**src/rtl/ifd_pkg.sv**
```systemverilog
// package: field layout, class codes and timing for the instruction decoder
package ifd_pkg;
  localparam int unsigned WORD_W = 14;
  localparam int unsigned FILE_W = 7;
  localparam int unsigned LIT8_W = 8;
  localparam int unsigned LIT11_W = 11;
  localparam int unsigned BITNUM_W = 3;
  // field positions
  localparam int unsigned BYTE_OP_HI = 13;
  localparam int unsigned BYTE_OP_LO = 8;
  localparam int unsigned DEST_POS = 7;
  localparam int unsigned FILE_HI = 6;
  localparam int unsigned BIT_OP_LO = 10;
  localparam int unsigned BITNUM_HI = 9;
  localparam int unsigned BITNUM_LO = 7;
  localparam int unsigned LIT8_HI = 7;
  localparam int unsigned LONG_OP_LO = 11;
  localparam int unsigned LIT11_HI = 10;
  // file address range
  localparam logic [6:0] FILE_MIN = 7'h00;
  localparam logic [6:0] FILE_MAX = 7'h7f;
  // timing: oscillator periods per instruction cycle
  localparam logic [1:0] PHASES_PER_CYCLE_M1 = 2'h3;
  localparam logic [1:0] PHASE_RST = 2'h0;
  // top-two-bit class codes
  localparam logic [1:0] TOP_BYTE = 2'h0;
  localparam logic [1:0] TOP_BIT = 2'h1;
  localparam logic [1:0] TOP_LONG = 2'h2;
  localparam logic [1:0] TOP_LIT = 2'h3;
  // bit op codes inside the bit class (bits 11:10)
  localparam logic [1:0] BITOP_TEST_CLR = 2'h2;
  localparam logic [1:0] BITOP_TEST_SET = 2'h3;
  // byte-class opcodes that test and skip
  localparam logic [5:0] OPC_DEC_SKIP = 6'h0b;
  localparam logic [5:0] OPC_INC_SKIP = 6'h0f;
  // control words whose upper seven bits are zero
  localparam logic [13:0] WORD_RETURN = 14'h0008;
  localparam logic [13:0] WORD_RETFIE = 14'h0009;
  // literal class: return-with-literal opcodes (bits 13:10 = 4'hd)
  localparam logic [3:0] LIT_RET_HI = 4'hd;

  typedef enum logic [1:0] {
    IFD_FMT_BYTE = 2'b00,
    IFD_FMT_BIT = 2'b01,
    IFD_FMT_LIT = 2'b10,
    IFD_FMT_LONG = 2'b11
  } ifd_fmt_type;

  typedef struct packed {
    ifd_fmt_type fmt;
    logic [5:0] opcode;
    logic dest_file;
    logic [6:0] file_addr;
    logic [2:0] bit_num;
    logic [7:0] lit8;
    logic [10:0] lit11;
    logic is_test;
    logic is_branch;
  } ifd_fields_type;
endpackage : ifd_pkg

```
**src/rtl/ifd_field_split.sv**
```systemverilog
`timescale 1ns/100ps
// leaf: splits one instruction word into its format fields
module ifd_field_split (
  // word in
  input wire logic [13:0] word,
  // fields out
  output ifd_pkg::ifd_fields_type fields
);
  logic [1:0] top;
  assign top = word[13:12];

  // pick format from the top bits; every field is extracted, format tells
  // which apply, so unused positions are simply ignored
  always_comb begin
    fields = '0;
    fields.opcode = word[ifd_pkg::BYTE_OP_HI:ifd_pkg::BYTE_OP_LO];
    fields.dest_file = word[ifd_pkg::DEST_POS];
    fields.file_addr = word[ifd_pkg::FILE_HI:0];
    fields.bit_num = word[ifd_pkg::BITNUM_HI:ifd_pkg::BITNUM_LO];
    fields.lit8 = word[ifd_pkg::LIT8_HI:0];
    fields.lit11 = word[ifd_pkg::LIT11_HI:0];
    case (top)
      ifd_pkg::TOP_BYTE: begin
        fields.fmt = ifd_pkg::IFD_FMT_BYTE;
        fields.is_test = (fields.opcode == ifd_pkg::OPC_DEC_SKIP) ||
                         (fields.opcode == ifd_pkg::OPC_INC_SKIP);
        fields.is_branch = (word == ifd_pkg::WORD_RETURN) ||
                           (word == ifd_pkg::WORD_RETFIE);
        // any file-target write of the program counter redirects flow,
        // the plain store from the accumulator (opcode zero) included
        if (word[ifd_pkg::DEST_POS] && word[6:0] == 7'h02) begin
          fields.is_branch = 1'b1;
        end
      end
      ifd_pkg::TOP_BIT: begin
        fields.fmt = ifd_pkg::IFD_FMT_BIT;
        fields.opcode = {2'h0, word[13:ifd_pkg::BIT_OP_LO]};
        fields.is_test = (word[11:10] == ifd_pkg::BITOP_TEST_CLR) ||
                         (word[11:10] == ifd_pkg::BITOP_TEST_SET);
      end
      ifd_pkg::TOP_LONG: begin
        fields.fmt = ifd_pkg::IFD_FMT_LONG;
        fields.opcode = {3'h0, word[13:ifd_pkg::LONG_OP_LO]};
        fields.is_branch = 1'b1;
      end
      ifd_pkg::TOP_LIT: begin
        fields.fmt = ifd_pkg::IFD_FMT_LIT;
        fields.is_branch = (word[13:10] == ifd_pkg::LIT_RET_HI);
      end
      default: fields.fmt = ifd_pkg::IFD_FMT_BYTE;
    endcase
  end
endmodule // ifd_field_split

```
**src/rtl/ifd_decoder.sv**
```systemverilog
`timescale 1ns/100ps
// top: instruction format decoder with four-phase cycle timing

// Overview of operation
// - each instruction is one 14-bit word of opcode plus operand fields.
// - file operand addresses registers 0x00 through 0x7F.
// - destination bit clear sends result to accumulator, set to file.
// - don't-care bits are ignored; tools should write them as zero.
// - one cycle per instruction; true test or flow change takes two.
// - one instruction cycle is exactly four oscillator periods.
// - byte format: opcode 13:8, destination 7, file address 6:0.
// - bit format yields a bit number and a 7-bit file address.
// - literal format: opcode 13:8, 8-bit constant 7:0.
// - call and jump: opcode 13:11, 11-bit target 10:0.
module ifd_decoder (
  // clock and reset
  input wire logic mclk,
  input wire logic srst,
  // program memory side
  input wire logic [13:0] instr_word,
  input wire logic instr_valid,
  input wire logic cond_true,
  // execution side; fetch_ready goes back to program memory
  output ifd_pkg::ifd_fields_type fields_out,
  output logic fields_valid,
  output logic phase_start,
  output logic [1:0] phase,
  output logic no_operation,
  output logic fetch_ready
);
  typedef enum logic [1:0] {
    IFD_ST_RUN = 2'b00,
    IFD_ST_EXEC = 2'b01,
    IFD_ST_FLUSH = 2'b10
  } ifd_state_type;

  ifd_pkg::ifd_fields_type split_fields;
  logic [1:0] phase_reg, phase_next;
  ifd_state_type state_reg, state_next;
  ifd_pkg::ifd_fields_type fields_reg, fields_next;
  logic valid_reg, valid_next;
  logic nop_reg, nop_next;
  logic cycle_end;

  ifd_field_split u_split (
    .word(instr_word),
    .fields(split_fields)
  );

  // phase counter: wraps every four oscillator periods
  always_comb begin
    phase_next = (phase_reg == ifd_pkg::PHASES_PER_CYCLE_M1) ?
                 ifd_pkg::PHASE_RST : phase_reg + 2'h1;
  end
  assign cycle_end = (phase_reg == ifd_pkg::PHASES_PER_CYCLE_M1);

  // instruction cycle sequencing; a word is only taken at a cycle boundary
  // so that the whole four-phase slot belongs to one instruction
  always_comb begin
    state_next = state_reg;
    fields_next = fields_reg;
    valid_next = valid_reg;
    nop_next = nop_reg;
    if (cycle_end) begin
      case (state_reg)
        IFD_ST_RUN, IFD_ST_EXEC: begin
          nop_next = 1'b0;
          valid_next = instr_valid;
          if (instr_valid) begin
            fields_next = split_fields;
            // second cycle only for taken tests or flow changes
            if (split_fields.is_branch ||
                (split_fields.is_test && cond_true)) begin
              state_next = IFD_ST_FLUSH;
            end else begin
              state_next = IFD_ST_EXEC;
            end
          end else begin
            state_next = IFD_ST_RUN;
          end
        end
        IFD_ST_FLUSH: begin
          // second cycle runs as a no-operation, nothing fetched
          valid_next = 1'b0;
          nop_next = 1'b1;
          state_next = IFD_ST_RUN;
        end
        default: state_next = IFD_ST_RUN;
      endcase
    end
  end

  // register all state
  always_ff @(posedge mclk) begin
    if (srst) begin
      phase_reg <= ifd_pkg::PHASE_RST;
      state_reg <= IFD_ST_RUN;
      fields_reg <= '0;
      valid_reg <= 1'b0;
      nop_reg <= 1'b0;
    end else begin
      phase_reg <= phase_next;
      state_reg <= state_next;
      fields_reg <= fields_next;
      valid_reg <= valid_next;
      nop_reg <= nop_next;
    end
  end

  assign fields_out = fields_reg;
  assign fields_valid = valid_reg;
  assign no_operation = nop_reg;
  assign phase = phase_reg;
  assign phase_start = (phase_reg == ifd_pkg::PHASE_RST);
  // fetch is accepted only at a boundary not swallowed by a flush
  assign fetch_ready = cycle_end && (state_reg != IFD_ST_FLUSH);
endmodule // ifd_decoder

```
**config.mk**
```make
export PLATFORM = sky130hd
export DESIGN_NAME = ifd_decoder
export DESIGN_NICKNAME = d
export VERILOG_FILES = /design/src/rtl/ifd_pkg.sv /design/src/rtl/ifd_field_split.sv /design/src/rtl/ifd_decoder.sv
export SDC_FILE = /design/constraint.sdc
export NUM_CORES = 1
export LEC_CHECK = 0
export BUFFER_PORTS_ARGS = -buffer_cell sky130_fd_sc_hd__clkbuf_2
export CAP_MARGIN = 20
export CORE_MARGIN = 2
export CORE_UTILIZATION = 51
export CTS_BUF_LIST = sky130_fd_sc_hd__clkbuf_8
export DETAILED_ROUTE_END_ITERATION = 6
export GPL_ROUTABILITY_DRIVEN = 0
export PLACE_DENSITY = 0.92
export SLEW_MARGIN = 20
export SYNTH_ARGS = -nofsm -noshare
export SYNTH_HDL_FRONTEND = slang
export SYNTH_SLANG_ARGS = --single-unit
```
**constraint.sdc**
```tcl
create_clock -name mclk -period 4.1 [get_ports mclk]
set_input_delay 0.615 -clock mclk [delete_from_list [all_inputs] [get_ports mclk]]
set_output_delay 0.615 -clock mclk [all_outputs]
set_load 0.05 [all_outputs]
```
==> results.py, run 1 <==
metrics = {
    "synth": {
        "synth_area_per_cell_um2": 8.19,
        "syn_nets": 190,
        "synthFlopType": "dfxtp_1",
        "ys_top_cells_by_area": "dfxtp_1 (39%), buf_4 (11%), nand2_1 (9.2%), a21oi_1 (6.7%), ha_1 (6.5%)",
        "ys_warn_count": 0,
        "yosys.area.top_type": "dfxtp_1",
        "synth_top_area_frac": 0.385,
        "synthArstFlopShare": 0,
        "yosysSeqAreaShare": 0.385,
        "syn_area_um2": 1350,
        "synth_edf_count": 0,
        "syn_inst": 165,
        "yosysUniqueCellTypes": 32,
        "ys_ff_latch": 26,
    },
    "drt": {
        "top_layer_used": "met4",
        "via_per_inst": 5.26,
        "drtIter0Drc": 39,
        "vias": 1220,
        "wl_per_cell_um": 12.6,
        "wl_met3_um": 245,
        "dr_wl_met2_um": 1410,
        "antenna_left": 0,
        "wl_met1_um": 1220,
        "drt_pre_antenna_iters": 4,
        "drcViolationCount": 0,
        "totalWireLength_um": 2920,
    },
    "timing": {
        "min_period_ps": 2150,
        "rsz0062_at_grt": "false",
        "fmax_ghz": 0.464,
        "post-route-worst-setup-slack_ps": 1950,
        "whs_ps": 456,
        "maxSlewViolCount": 0,
        "skew_ps": 2.18,
        "setup_tns_ps": 0,
        "slew_headroom": 0.411,
        "setup_viol": 0,
        "min_period_over_period": 0.525,
        "worst_pin_slew_ps": 880,
        "timing_hold_violations_final": 0,
    },
    "floorplan": {
        "die_h_um": 55.5,
        "core_area_um2": 2500,
        "io_pins": 64,
        "rows": 18,
        "die-area_um2": 3080,
        "start_util": 0.541,
        "fp.dieW_um": 55.5,
    },
    "power": {
        "power_frac_seq": 0.505,
        "power_switching_mw": 0.171,
        "switching_share": 0.323,
        "p_leak_nw": 0.735,
        "internal-power_mw": 0.359,
        "power_frac_comb": 0.236,
        "ir_drop_mv": 0.244,
        "power_density_nw_per_um2": 340,
        "p_clk_frac": 0.259,
    },
    "setup_path": {
        "cp.arrival_ps": 1540,
        "worstPathRequired_ps": 3480,
        "worst_setup_path_start_kind": "flip-flop",
        "path_class": "reg -> out",
        "worstPathMaxFanout": 10,
        "crit_path_end_kind": "primary output",
    },
    "cells_and_area": {
        "syn2layout_area_growth_pct": 15.4,
        "seq_area_um2": 520,
        "nNetsFinal": 229,
        "multi_input_area_um2": 622,
        "diodes": 0,
        "fill_cells": 236,
        "final_layout_size_suffix_gt1_frac": 0.342,
        "largest_register_ffs": 20,
    },
    "cts": {
        "cts_made_buffers": 3,
        "clkTransAtPathRegs_ps": 80,
        "clock-sinks": 26,
        "cts_tree": "done",
        "cts_resized": 0,
        "htreeDepth": 1,
        "worst_skew_pair.late_latency_ps": 260,
        "hold_buffers": 0,
        "post_cts.repair.setup_buffers": 0,
        "root_buffer": "clkbuf_8",
        "clk_path_buf_depth": 2,
    },
    "global_route": {
        "grt_max_degree": 27,
        "first_global_vias": 1054,
        "antenna_found_initial": 0,
        "grt_pass1_wl_um": 4690,
        "grt-ovfl-total": 0,
        "grt_use_total": 0.188,
    },
    "place": {
        "pre_cts_ws_ps": 2010,
        "portBuffers": 63,
        "dp_hpwl_um": 2210,
    },
    "flow_run": {
        "cap_violations": 0,
    },
    "worst_hold_path": {
        "min_path_type": "reg -> reg",
    },
    "status": {
        "status": "finished clean",
    },
}
-- power by group through the flow --
stage	Clock, mW	Combinational, mW	Sequential, mW
final	0.137	0.125	0.267
after global routing	0.153	0.133	0.269
after CTS	0.137	0.125	0.267
after detailed placement	0	0.124	0.273
after global placement	0	0.123	0.273
after floorplan	0	0.0682	0.301
-- Yosys cell counts (6+ instances only) --
cell type,number
buf_4,20
ha_1,7
nand2_1,33
a21oi_1,18
nor2_1,10
nor3_1,8
inv_1,6
clkbuf_1,7
dfxtp_1,26
-- area by class of cell --
| class | instances | share of cell area |
|---|---|---|
| multi-input combinational | 104 | 0.399 |
| sequential | 26 | 0.334 |
| timing repair buffer | 63 | 0.202 |
| clock buffer | 3 | 0.0265 |
| tap | 30 | 0.0241 |
| inverter | 6 | 0.0144 |
-- routing by layer --
layer  vias to the layer above  GRT usage
met5                         -          0
met4                         0     0.0941
met3                         4     0.0468
met2                        60      0.304
met1                       541      0.231
li1                        615          -
-- kinds of logic after synthesis --
group	Yosys count	synth area share
adder cells (fa/ha/maj)	7	0.0648
flip-flops	26	0.385
AO/OA/AOI/OAI	33	0.169
AND/OR/NAND/NOR	64	0.227
buffers and inverters	35	0.155
-- placed cells by master (no fill, tap or decap) --
| master | count |
|---|---|
| clkbuf_2 | 63 |
| nand2_1 | 33 |
| dfxtp_1 | 26 |
| a21oi_1 | 18 |
| nor2_1 | 10 |
| nor3_1 | 8 |
| ha_1 | 7 |
| inv_1 | 6 |
| clkbuf_8 | 3 |
| and3b_1 | 2 |
| nand3b_1 | 2 |
| a22oi_1 | 2 |
| a211oi_1 | 2 |
| o31ai_1 | 2 |
| nor2b_1 | 2 |
| a21boi_0 | 1 |
| nor2b_2 | 1 |
| a311oi_1 | 1 |
| nor3b_1 | 1 |
| or4b_4 | 1 |
| or4bb_1 | 1 |
| o41ai_4 | 1 |
| nor4_1 | 1 |
| a31oi_1 | 1 |
| nand2b_1 | 1 |
| a2111oi_1 | 1 |
| o21ai_0 | 1 |
| nand4_1 | 1 |
| o21bai_1 | 1 |
| a32oi_1 | 1 |
| a2111o_1 | 1 |
-- worst paths after layout --
| path | cells after the start | startpoint | end | slack, ps |
|---|---|---|---|---|
| setup / recovery | 3 | phase[0]$_SDFF_PP0_ | fetch_ready | 1950 |
| hold / removal | 2 | fields_out[38]$_SDFFE_PP0P_ | fields_out[38]$_SDFFE_PP0P_ | 460 |
| setup reg to reg | 5 | phase[0]$_SDFF_PP0_ | fields_out[0]$_SDFFE_PP0P_ | 1980 |
| hold reg to reg | 2 | fields_out[38]$_SDFFE_PP0P_ | fields_out[38]$_SDFFE_PP0P_ | 460 |
-- per-stage QoR --
stage	utilization	power, mW	area (um2)	instances
floorplan	-	0.370	1350	165
global placement	0.607	0.396	1520	229
detailed placement	0.607	0.398	1520	229
CTS	0.624	0.529	1560	232
global route	0.624	0.554	1560	232
finish	0.624	0.530	1560	232
-- worst max-delay path, cell delays in order, from the launching register on --
cell,delay (ps)
dfxtp_1,380
ha_1,350
a21boi_0,240
clkbuf_2,310
No activity file was read; power rests on OpenSTA's default activity.
==> run 2, diff against run 1 <==
ABC_AREA = 1   (was not set)
CORE_UTILIZATION = 47   (was 51)
PLACE_DENSITY = 0.86   (was 0.92)
clock period = 2 ns   (was 4.1 ns; I/O delays follow)
==> run 2 against run 1 <==
Compared with the run above:
- first-iteration DRC count fell by 44%
- design area rose by 1.0%
- core utilization fell by 4.7 points
- die area rose by 7.1%
- synthesized cell count rose by 6.1%
- synthesized area fell by 0.74%
- critical path depth did not move
- register-to-register slack got worse by 1500 ps
- sequential share of layout area fell by 0.34 points
- clock-buffer cell count did not move
==> results.py, run 2 <==
metrics = {
    "place": {
        "dp_hpwl_um": 2080,
        "portBuffers": 63,
        "pre_cts_ws_ps": 511,
        "postPlaceCellArea_um2": 1500,
        "dp_cells": 244,
    },
    "cells_and_area": {
        "final_cell_mix": "clkbuf_2 (63), dfxtp_1 (26), nor2_1 (25)",
        "fill_cells": 249,
        "syn2layout_area_growth_pct": 17.4,
        "seq_area_um2": 520,
        "design_area_um2": 1580,
        "diodes": 0,
        "final_layout_size_suffix_gt1_frac": 0.346,
        "final_util": 0.576,
        "largest_register_ffs": 20,
        "multi_input_area_um2": 543,
        "nNetsFinal": 243,
        "mostFrequentLayoutCell": "clkbuf_2",
        "layout.cells.non_filler": 248,
    },
    "cts": {
        "root_buffer": "clkbuf_8",
        "clk_path_buf_depth": 2,
        "cts_tree": "done",
        "post_cts.repair.setup_buffers": 0,
        "worst_skew_pair.late_latency_ps": 270,
        "cts_resized": 0,
        "clkTransAtPathRegs_ps": 90,
        "htreeDepth": 1,
        "cts_made_buffers": 3,
        "hold_buffers": 0,
        "clock-sinks": 26,
    },
    "synth": {
        "ys_top_cells_by_count": "dfxtp_1 (26), nor2_1 (25), nand2_1 (22)",
        "ys_warn_count": 0,
        "syn_inst": 175,
        "synth_most_common_cell": "dfxtp_1",
        "yosys.area.top_type": "dfxtp_1",
        "synth_edf_count": 0,
        "synthArstFlopShare": 0,
        "ys_top_cells_by_area": "dfxtp_1 (39%), buf_4 (12%), nor2_1 (7.0%), ha_1 (6.5%), nand2_1 (6.2%)",
        "yosysUniqueCellTypes": 27,
        "synth_top_area_frac": 0.388,
        "synth_area_per_cell_um2": 7.66,
        "yosysSeqAreaShare": 0.388,
        "ys_ff_latch": 26,
        "synthFlopType": "dfxtp_1",
        "syn_nets": 200,
        "syn_area_um2": 1340,
    },
    "drt": {
        "totalWireLength_um": 2630,
        "via_per_inst": 4.81,
        "vias": 1193,
        "drt_pre_antenna_iters": 4,
        "wl_per_cell_um": 10.6,
        "drcViolationCount": 0,
        "drtIter0Drc": 22,
        "antenna_left": 0,
    },
    "floorplan": {
        "start_util": 0.491,
        "die-area_um2": 3300,
        "io_pins": 64,
        "fp.dieW_um": 57.4,
        "rows": 19,
        "die_h_um": 57.4,
        "core_area_um2": 2730,
    },
    "flow_run": {
        "cap_violations": 0,
    },
    "timing": {
        "setup_tns_ps": 0,
        "rsz0062_at_grt": "false",
        "slew_headroom": 0.800,
        "post-route-worst-setup-slack_ps": 302,
        "setup_viol": 0,
        "maxSlewViolCount": 0,
        "worst_pin_slew_ps": 300,
        "min_period_ps": 1700,
        "timing_hold_violations_final": 0,
        "whs_ps": 270,
        "min_period_over_period": 0.849,
        "skew_ps": 7.33,
        "fmax_ghz": 0.589,
    },
    "setup_path": {
        "worstPathMaxFanout": 6,
        "worst_setup_path_start_kind": "flip-flop",
        "crit_path_end_kind": "primary output",
        "worstPathRequired_ps": 1700,
        "cp.arrival_ps": 1400,
        "path_class": "reg -> out",
    },
    "power": {
        "total_power_mw": 1.29,
        "ir_drop_mv": 0.621,
        "p_leak_nw": 0.821,
        "power_density_nw_per_um2": 821,
    },
    "global_route": {
        "grt_use_total": 0.166,
        "grt-ovfl-total": 0,
        "first_global_vias": 1081,
        "antenna_found_initial": 0,
        "grt_max_degree": 21,
        "grt_pass1_wl_um": 4370,
    },
    "status": {
        "status": "finished clean",
    },
    "worst_hold_path": {
        "min_path_type": "in -> reg",
    },
}
## run 2: cell types whose count changed after synthesis, sizes merged, moves of 3 or more
cell	before	now
nor2b	3	0
inv	6	21
nor3	8	1
clkbuf	7	1
o21ai	1	16
a21oi	18	14
buf	22	25
nand3	0	7
nand2	33	22
nor2	10	27
## run 2: cell families (layout without fill, tap and decap cells)
logic type | after synthesis | count (layout) | synth area share
AOI/OAI and AO/OA | 37 | 37 | 0.154
adders and majority gates | 7 | 7 | 0.0653
buffers and inverters | 47 | 89 | 0.210
DFF | 26 | 26 | 0.388
and+or+nand+nor | 58 | 58 | 0.183
## run 2: metal layers
metal / vias to the layer above / routed length (um) / share of wire / global-route usage
met5: - / 0 / 0 / 0
met4: 0 / 27 / 0.010 / 0.0664
met3: 4 / 214 / 0.082 / 0.0340
met2: 48 / 1180 / 0.45 / 0.278
met1: 523 / 1200 / 0.46 / 0.208
li1: 618 / - / - / -
## run 2: critical path, cell delays in order (launching register included)
cell      delay [ps]
dfxtp_1          380
ha_1             280
a21boi_2         190
clkbuf_2         280
## run 2: power by group
group	switching (mW)	leakage [nW]	internal, mW
sequential	0.0166	0.211	0.540
clock	0.161	0.0357	0.268
combinational	0.236	0.574	0.0721
total	0.413	0.821	0.880
## run 2: final timing paths
check,from,end,slack (ps),depth (start not counted)
min,instr_word[0],fields_out[24]$_SDFFE_PP0P_,270,3
max,phase[0]$_SDFF_PP0_,fetch_ready,300,3
max reg2reg,phase[0]$_SDFF_PP0_,fields_out[34]$_SDFFE_PP0P_,460,5
min reg2reg,state_reg[0]$_SDFFE_PP0P_,state_reg[0]$_SDFFE_PP0P_,460,2
## run 2: layout make-up
class                      instances  share of cell area
timing repair buffer              64               0.205
tap                               31              0.0246
clock buffer                       3              0.0262
clock inverter                     1              0.0191
multi-input combinational        102               0.345
sequential                        26               0.330
inverter                          21              0.0500
==> run 3, diff against run 2 <==
clock period = 1.59 ns   (was 2 ns; I/O delays follow)
==> run 3 against run 2 <==
Compared with the run above:
- setup slack lost 230 ps
- wire length grew 4.0%
- sequential share of layout area shrank 0.15 points
- register-to-register slack lost 200 ps
- die area is the same
- design area grew 0.95%
- clock skew shrank 5.5 ps
- sequential power grew 26%
- core utilization grew 0.55 points
- power grew 27%
- largest power group unchanged
==> results.py, run 3 (synthesized netlist as in run 2, its figures left out) <==
metrics = {
    "power": {
        "power_density_nw_per_um2": 1030,
        "p_clk_frac": 0.333,
        "internal-power_mw": 1.11,
        "total_power_mw": 1.64,
        "power_frac_comb": 0.239,
        "p_leak_nw": 0.821,
        "switching_share": 0.323,
        "power_switching_mw": 0.530,
        "ir_drop_mv": 1.47,
        "power_frac_seq": 0.428,
    },
    "place": {
        "portBuffers": 63,
        "dp_hpwl_um": 2080,
    },
    "timing": {
        "skew_ps": 1.88,
        "setup_viol": 0,
        "min_period_over_period": 0.953,
        "rsz0062_at_grt": "false",
        "min_period_ps": 1520,
        "timing_hold_violations_final": 0,
        "setup_tns_ps": 0,
        "fmax_ghz": 0.660,
        "worst_pin_slew_ps": 299,
        "maxSlewViolCount": 0,
        "slew_headroom": 0.800,
    },
    "cts": {
        "clkTransAtPathRegs_ps": 90,
        "root_buffer": "clkbuf_8",
        "post_cts.repair.setup_buffers": 0,
        "clk_path_buf_depth": 2,
        "hold_buffers": 0,
        "worst_skew_pair.late_latency_ps": 270,
        "htreeDepth": 1,
        "clock-sinks": 26,
        "cts_tree": "done",
        "cts_made_buffers": 3,
    },
    "drt": {
        "via_per_inst": 4.75,
        "drtIter0Drc": 34,
        "drt_pre_antenna_iters": 4,
        "totalWireLength_um": 2730,
        "antenna_left": 0,
        "drcViolationCount": 0,
        "wl_per_cell_um": 11.0,
        "vias": 1178,
    },
    "cells_and_area": {
        "final_layout_size_suffix_gt1_frac": 0.359,
        "seq_area_um2": 523,
        "multi_input_area_um2": 553,
        "syn2layout_area_growth_pct": 18.6,
        "final_cell_mix": "clkbuf_2 (62), nor2_1 (25), dfxtp_1 (24)",
        "mostFrequentLayoutCell": "clkbuf_2",
        "fill_cells": 253,
        "nNetsFinal": 243,
        "diodes": 0,
        "largest_register_ffs": 20,
    },
    "setup_path": {
        "worst_setup_path_start_kind": "flip-flop",
        "reg2reg_to": "fields_out[32]$_SDFFE_PP0P_",
        "r2r_start": "phase[0]$_SDFF_PP0_",
        "critical_path.max_stage_delay_ps": 360,
        "crit_chain": "ha_2, a21boi_4, buf_4",
        "worstPathRequired_ps": 1350,
        "rrSetupSlack_ps": 260,
        "path_class": "reg -> out",
        "cp.arrival_ps": 1280,
        "crit_slowest_cell": "dfxtp_2",
        "crit_family": "flip-flops",
        "r2r_cells": 6,
        "crit_buf_inv": 1,
        "crit_path_end_kind": "primary output",
        "worstPathMaxFanout": 6,
    },
    "worst_hold_path": {
        "min_path_type": "in -> reg",
        "hp-start": "instr_word[0]",
        "hold_end": "fields_out[24]$_SDFFE_PP0P_",
        "holdPathStages": 3,
    },
    "floorplan": {
        "fp.dieW_um": 57.4,
        "rows": 19,
        "io_pins": 64,
        "die-area_um2": 3300,
        "core_area_um2": 2730,
        "start_util": 0.491,
        "die_h_um": 57.4,
    },
    "global_route": {
        "grt_pass1_wl_um": 4410,
        "grt_max_degree": 21,
        "first_global_vias": 1038,
        "grt-ovfl-total": 0,
        "grt_use_total": 0.168,
        "antenna_found_initial": 0,
    },
    "flow_run": {
        "cap_violations": 0,
    },
    "status": {
        "status": "finished clean",
    },
}
==> run 3: cell type report <==
class | count | share of cell area
well taps | 31 | 0.0244
repair buffers | 64 | 0.205
inverters | 21 | 0.0496
multi-input cells | 102 | 0.348
clock buffers | 3 | 0.0260
flip-flops and latches | 26 | 0.329
clock inverters | 1 | 0.0189
==> run 3: stage by stage <==
stage	area, um2	cells	hold WS (ps)	util	setup WS (ps)
after floorplan	1360	175	372	-	152
after global placement	1510	244	413	0.554	279
after detailed placement	1510	244	422	0.554	223
after CTS	1590	248	195	0.582	30.3
after global routing	1590	248	211	0.582	17.5
final	1590	248	195	0.582	74.1
==> run 3: how the worst max path moves through the flow <==
stage / startpoint / end / slack, ps / cells past startpoint
finish: phase[0]$_SDFF_PP0_ / fetch_ready / 70 / 3
global route: phase[0]$_SDFF_PP0_ / fetch_ready / 20 / 3
CTS: phase[0]$_SDFF_PP0_ / fetch_ready / 30 / 3
detailed placement: phase[0]$_SDFF_PP0_ / fields_out[34]$_SDFFE_PP0P_ / 220 / 5
global placement: phase[0]$_SDFF_PP0_ / fields_out[32]$_SDFFE_PP0P_ / 280 / 6
floorplan: phase[0]$_SDFF_PP0_ / fields_out[1]$_SDFFE_PP0P_ / 150 / 6
==> run 3: layer usage <==
metal / routed length, um / track usage / vias to the layer above / share of wire
met5: 0 / 0 / - / 0
met4: 26 / 0.0365 / 0 / 0.0095
met3: 191 / 0.0454 / 4 / 0.070
met2: 1230 / 0.274 / 49 / 0.45
met1: 1280 / 0.223 / 502 / 0.47
li1: - / - / 623 / -
==> run 3: timing repair <==
| action | CTS | global route |
|---|---|---|
| endpoints found under the setup margin | 1 | 1 |
| gates resized for setup | 2 | 1 |
| pin swaps | 0 | 0 |
==> run 3: power by group through the flow <==
stage	combinational, mW	clock [mW]	sequential [mW]
after floorplan	0.233	0	0.812
after global placement	0.387	0	0.717
after detailed placement	0.391	0	0.718
after CTS	0.395	0.552	0.703
after global routing	0.420	0.575	0.708
final	0.393	0.547	0.702
==> run 3: worst register-to-register path, stage by stage (launching register included) <==
cell and delay (ps):
dfxtp_2 360, ha_2 250, nand3_2 110, buf_4 220, nor2_2 120, o22ai_1 90, a21oi_2 130
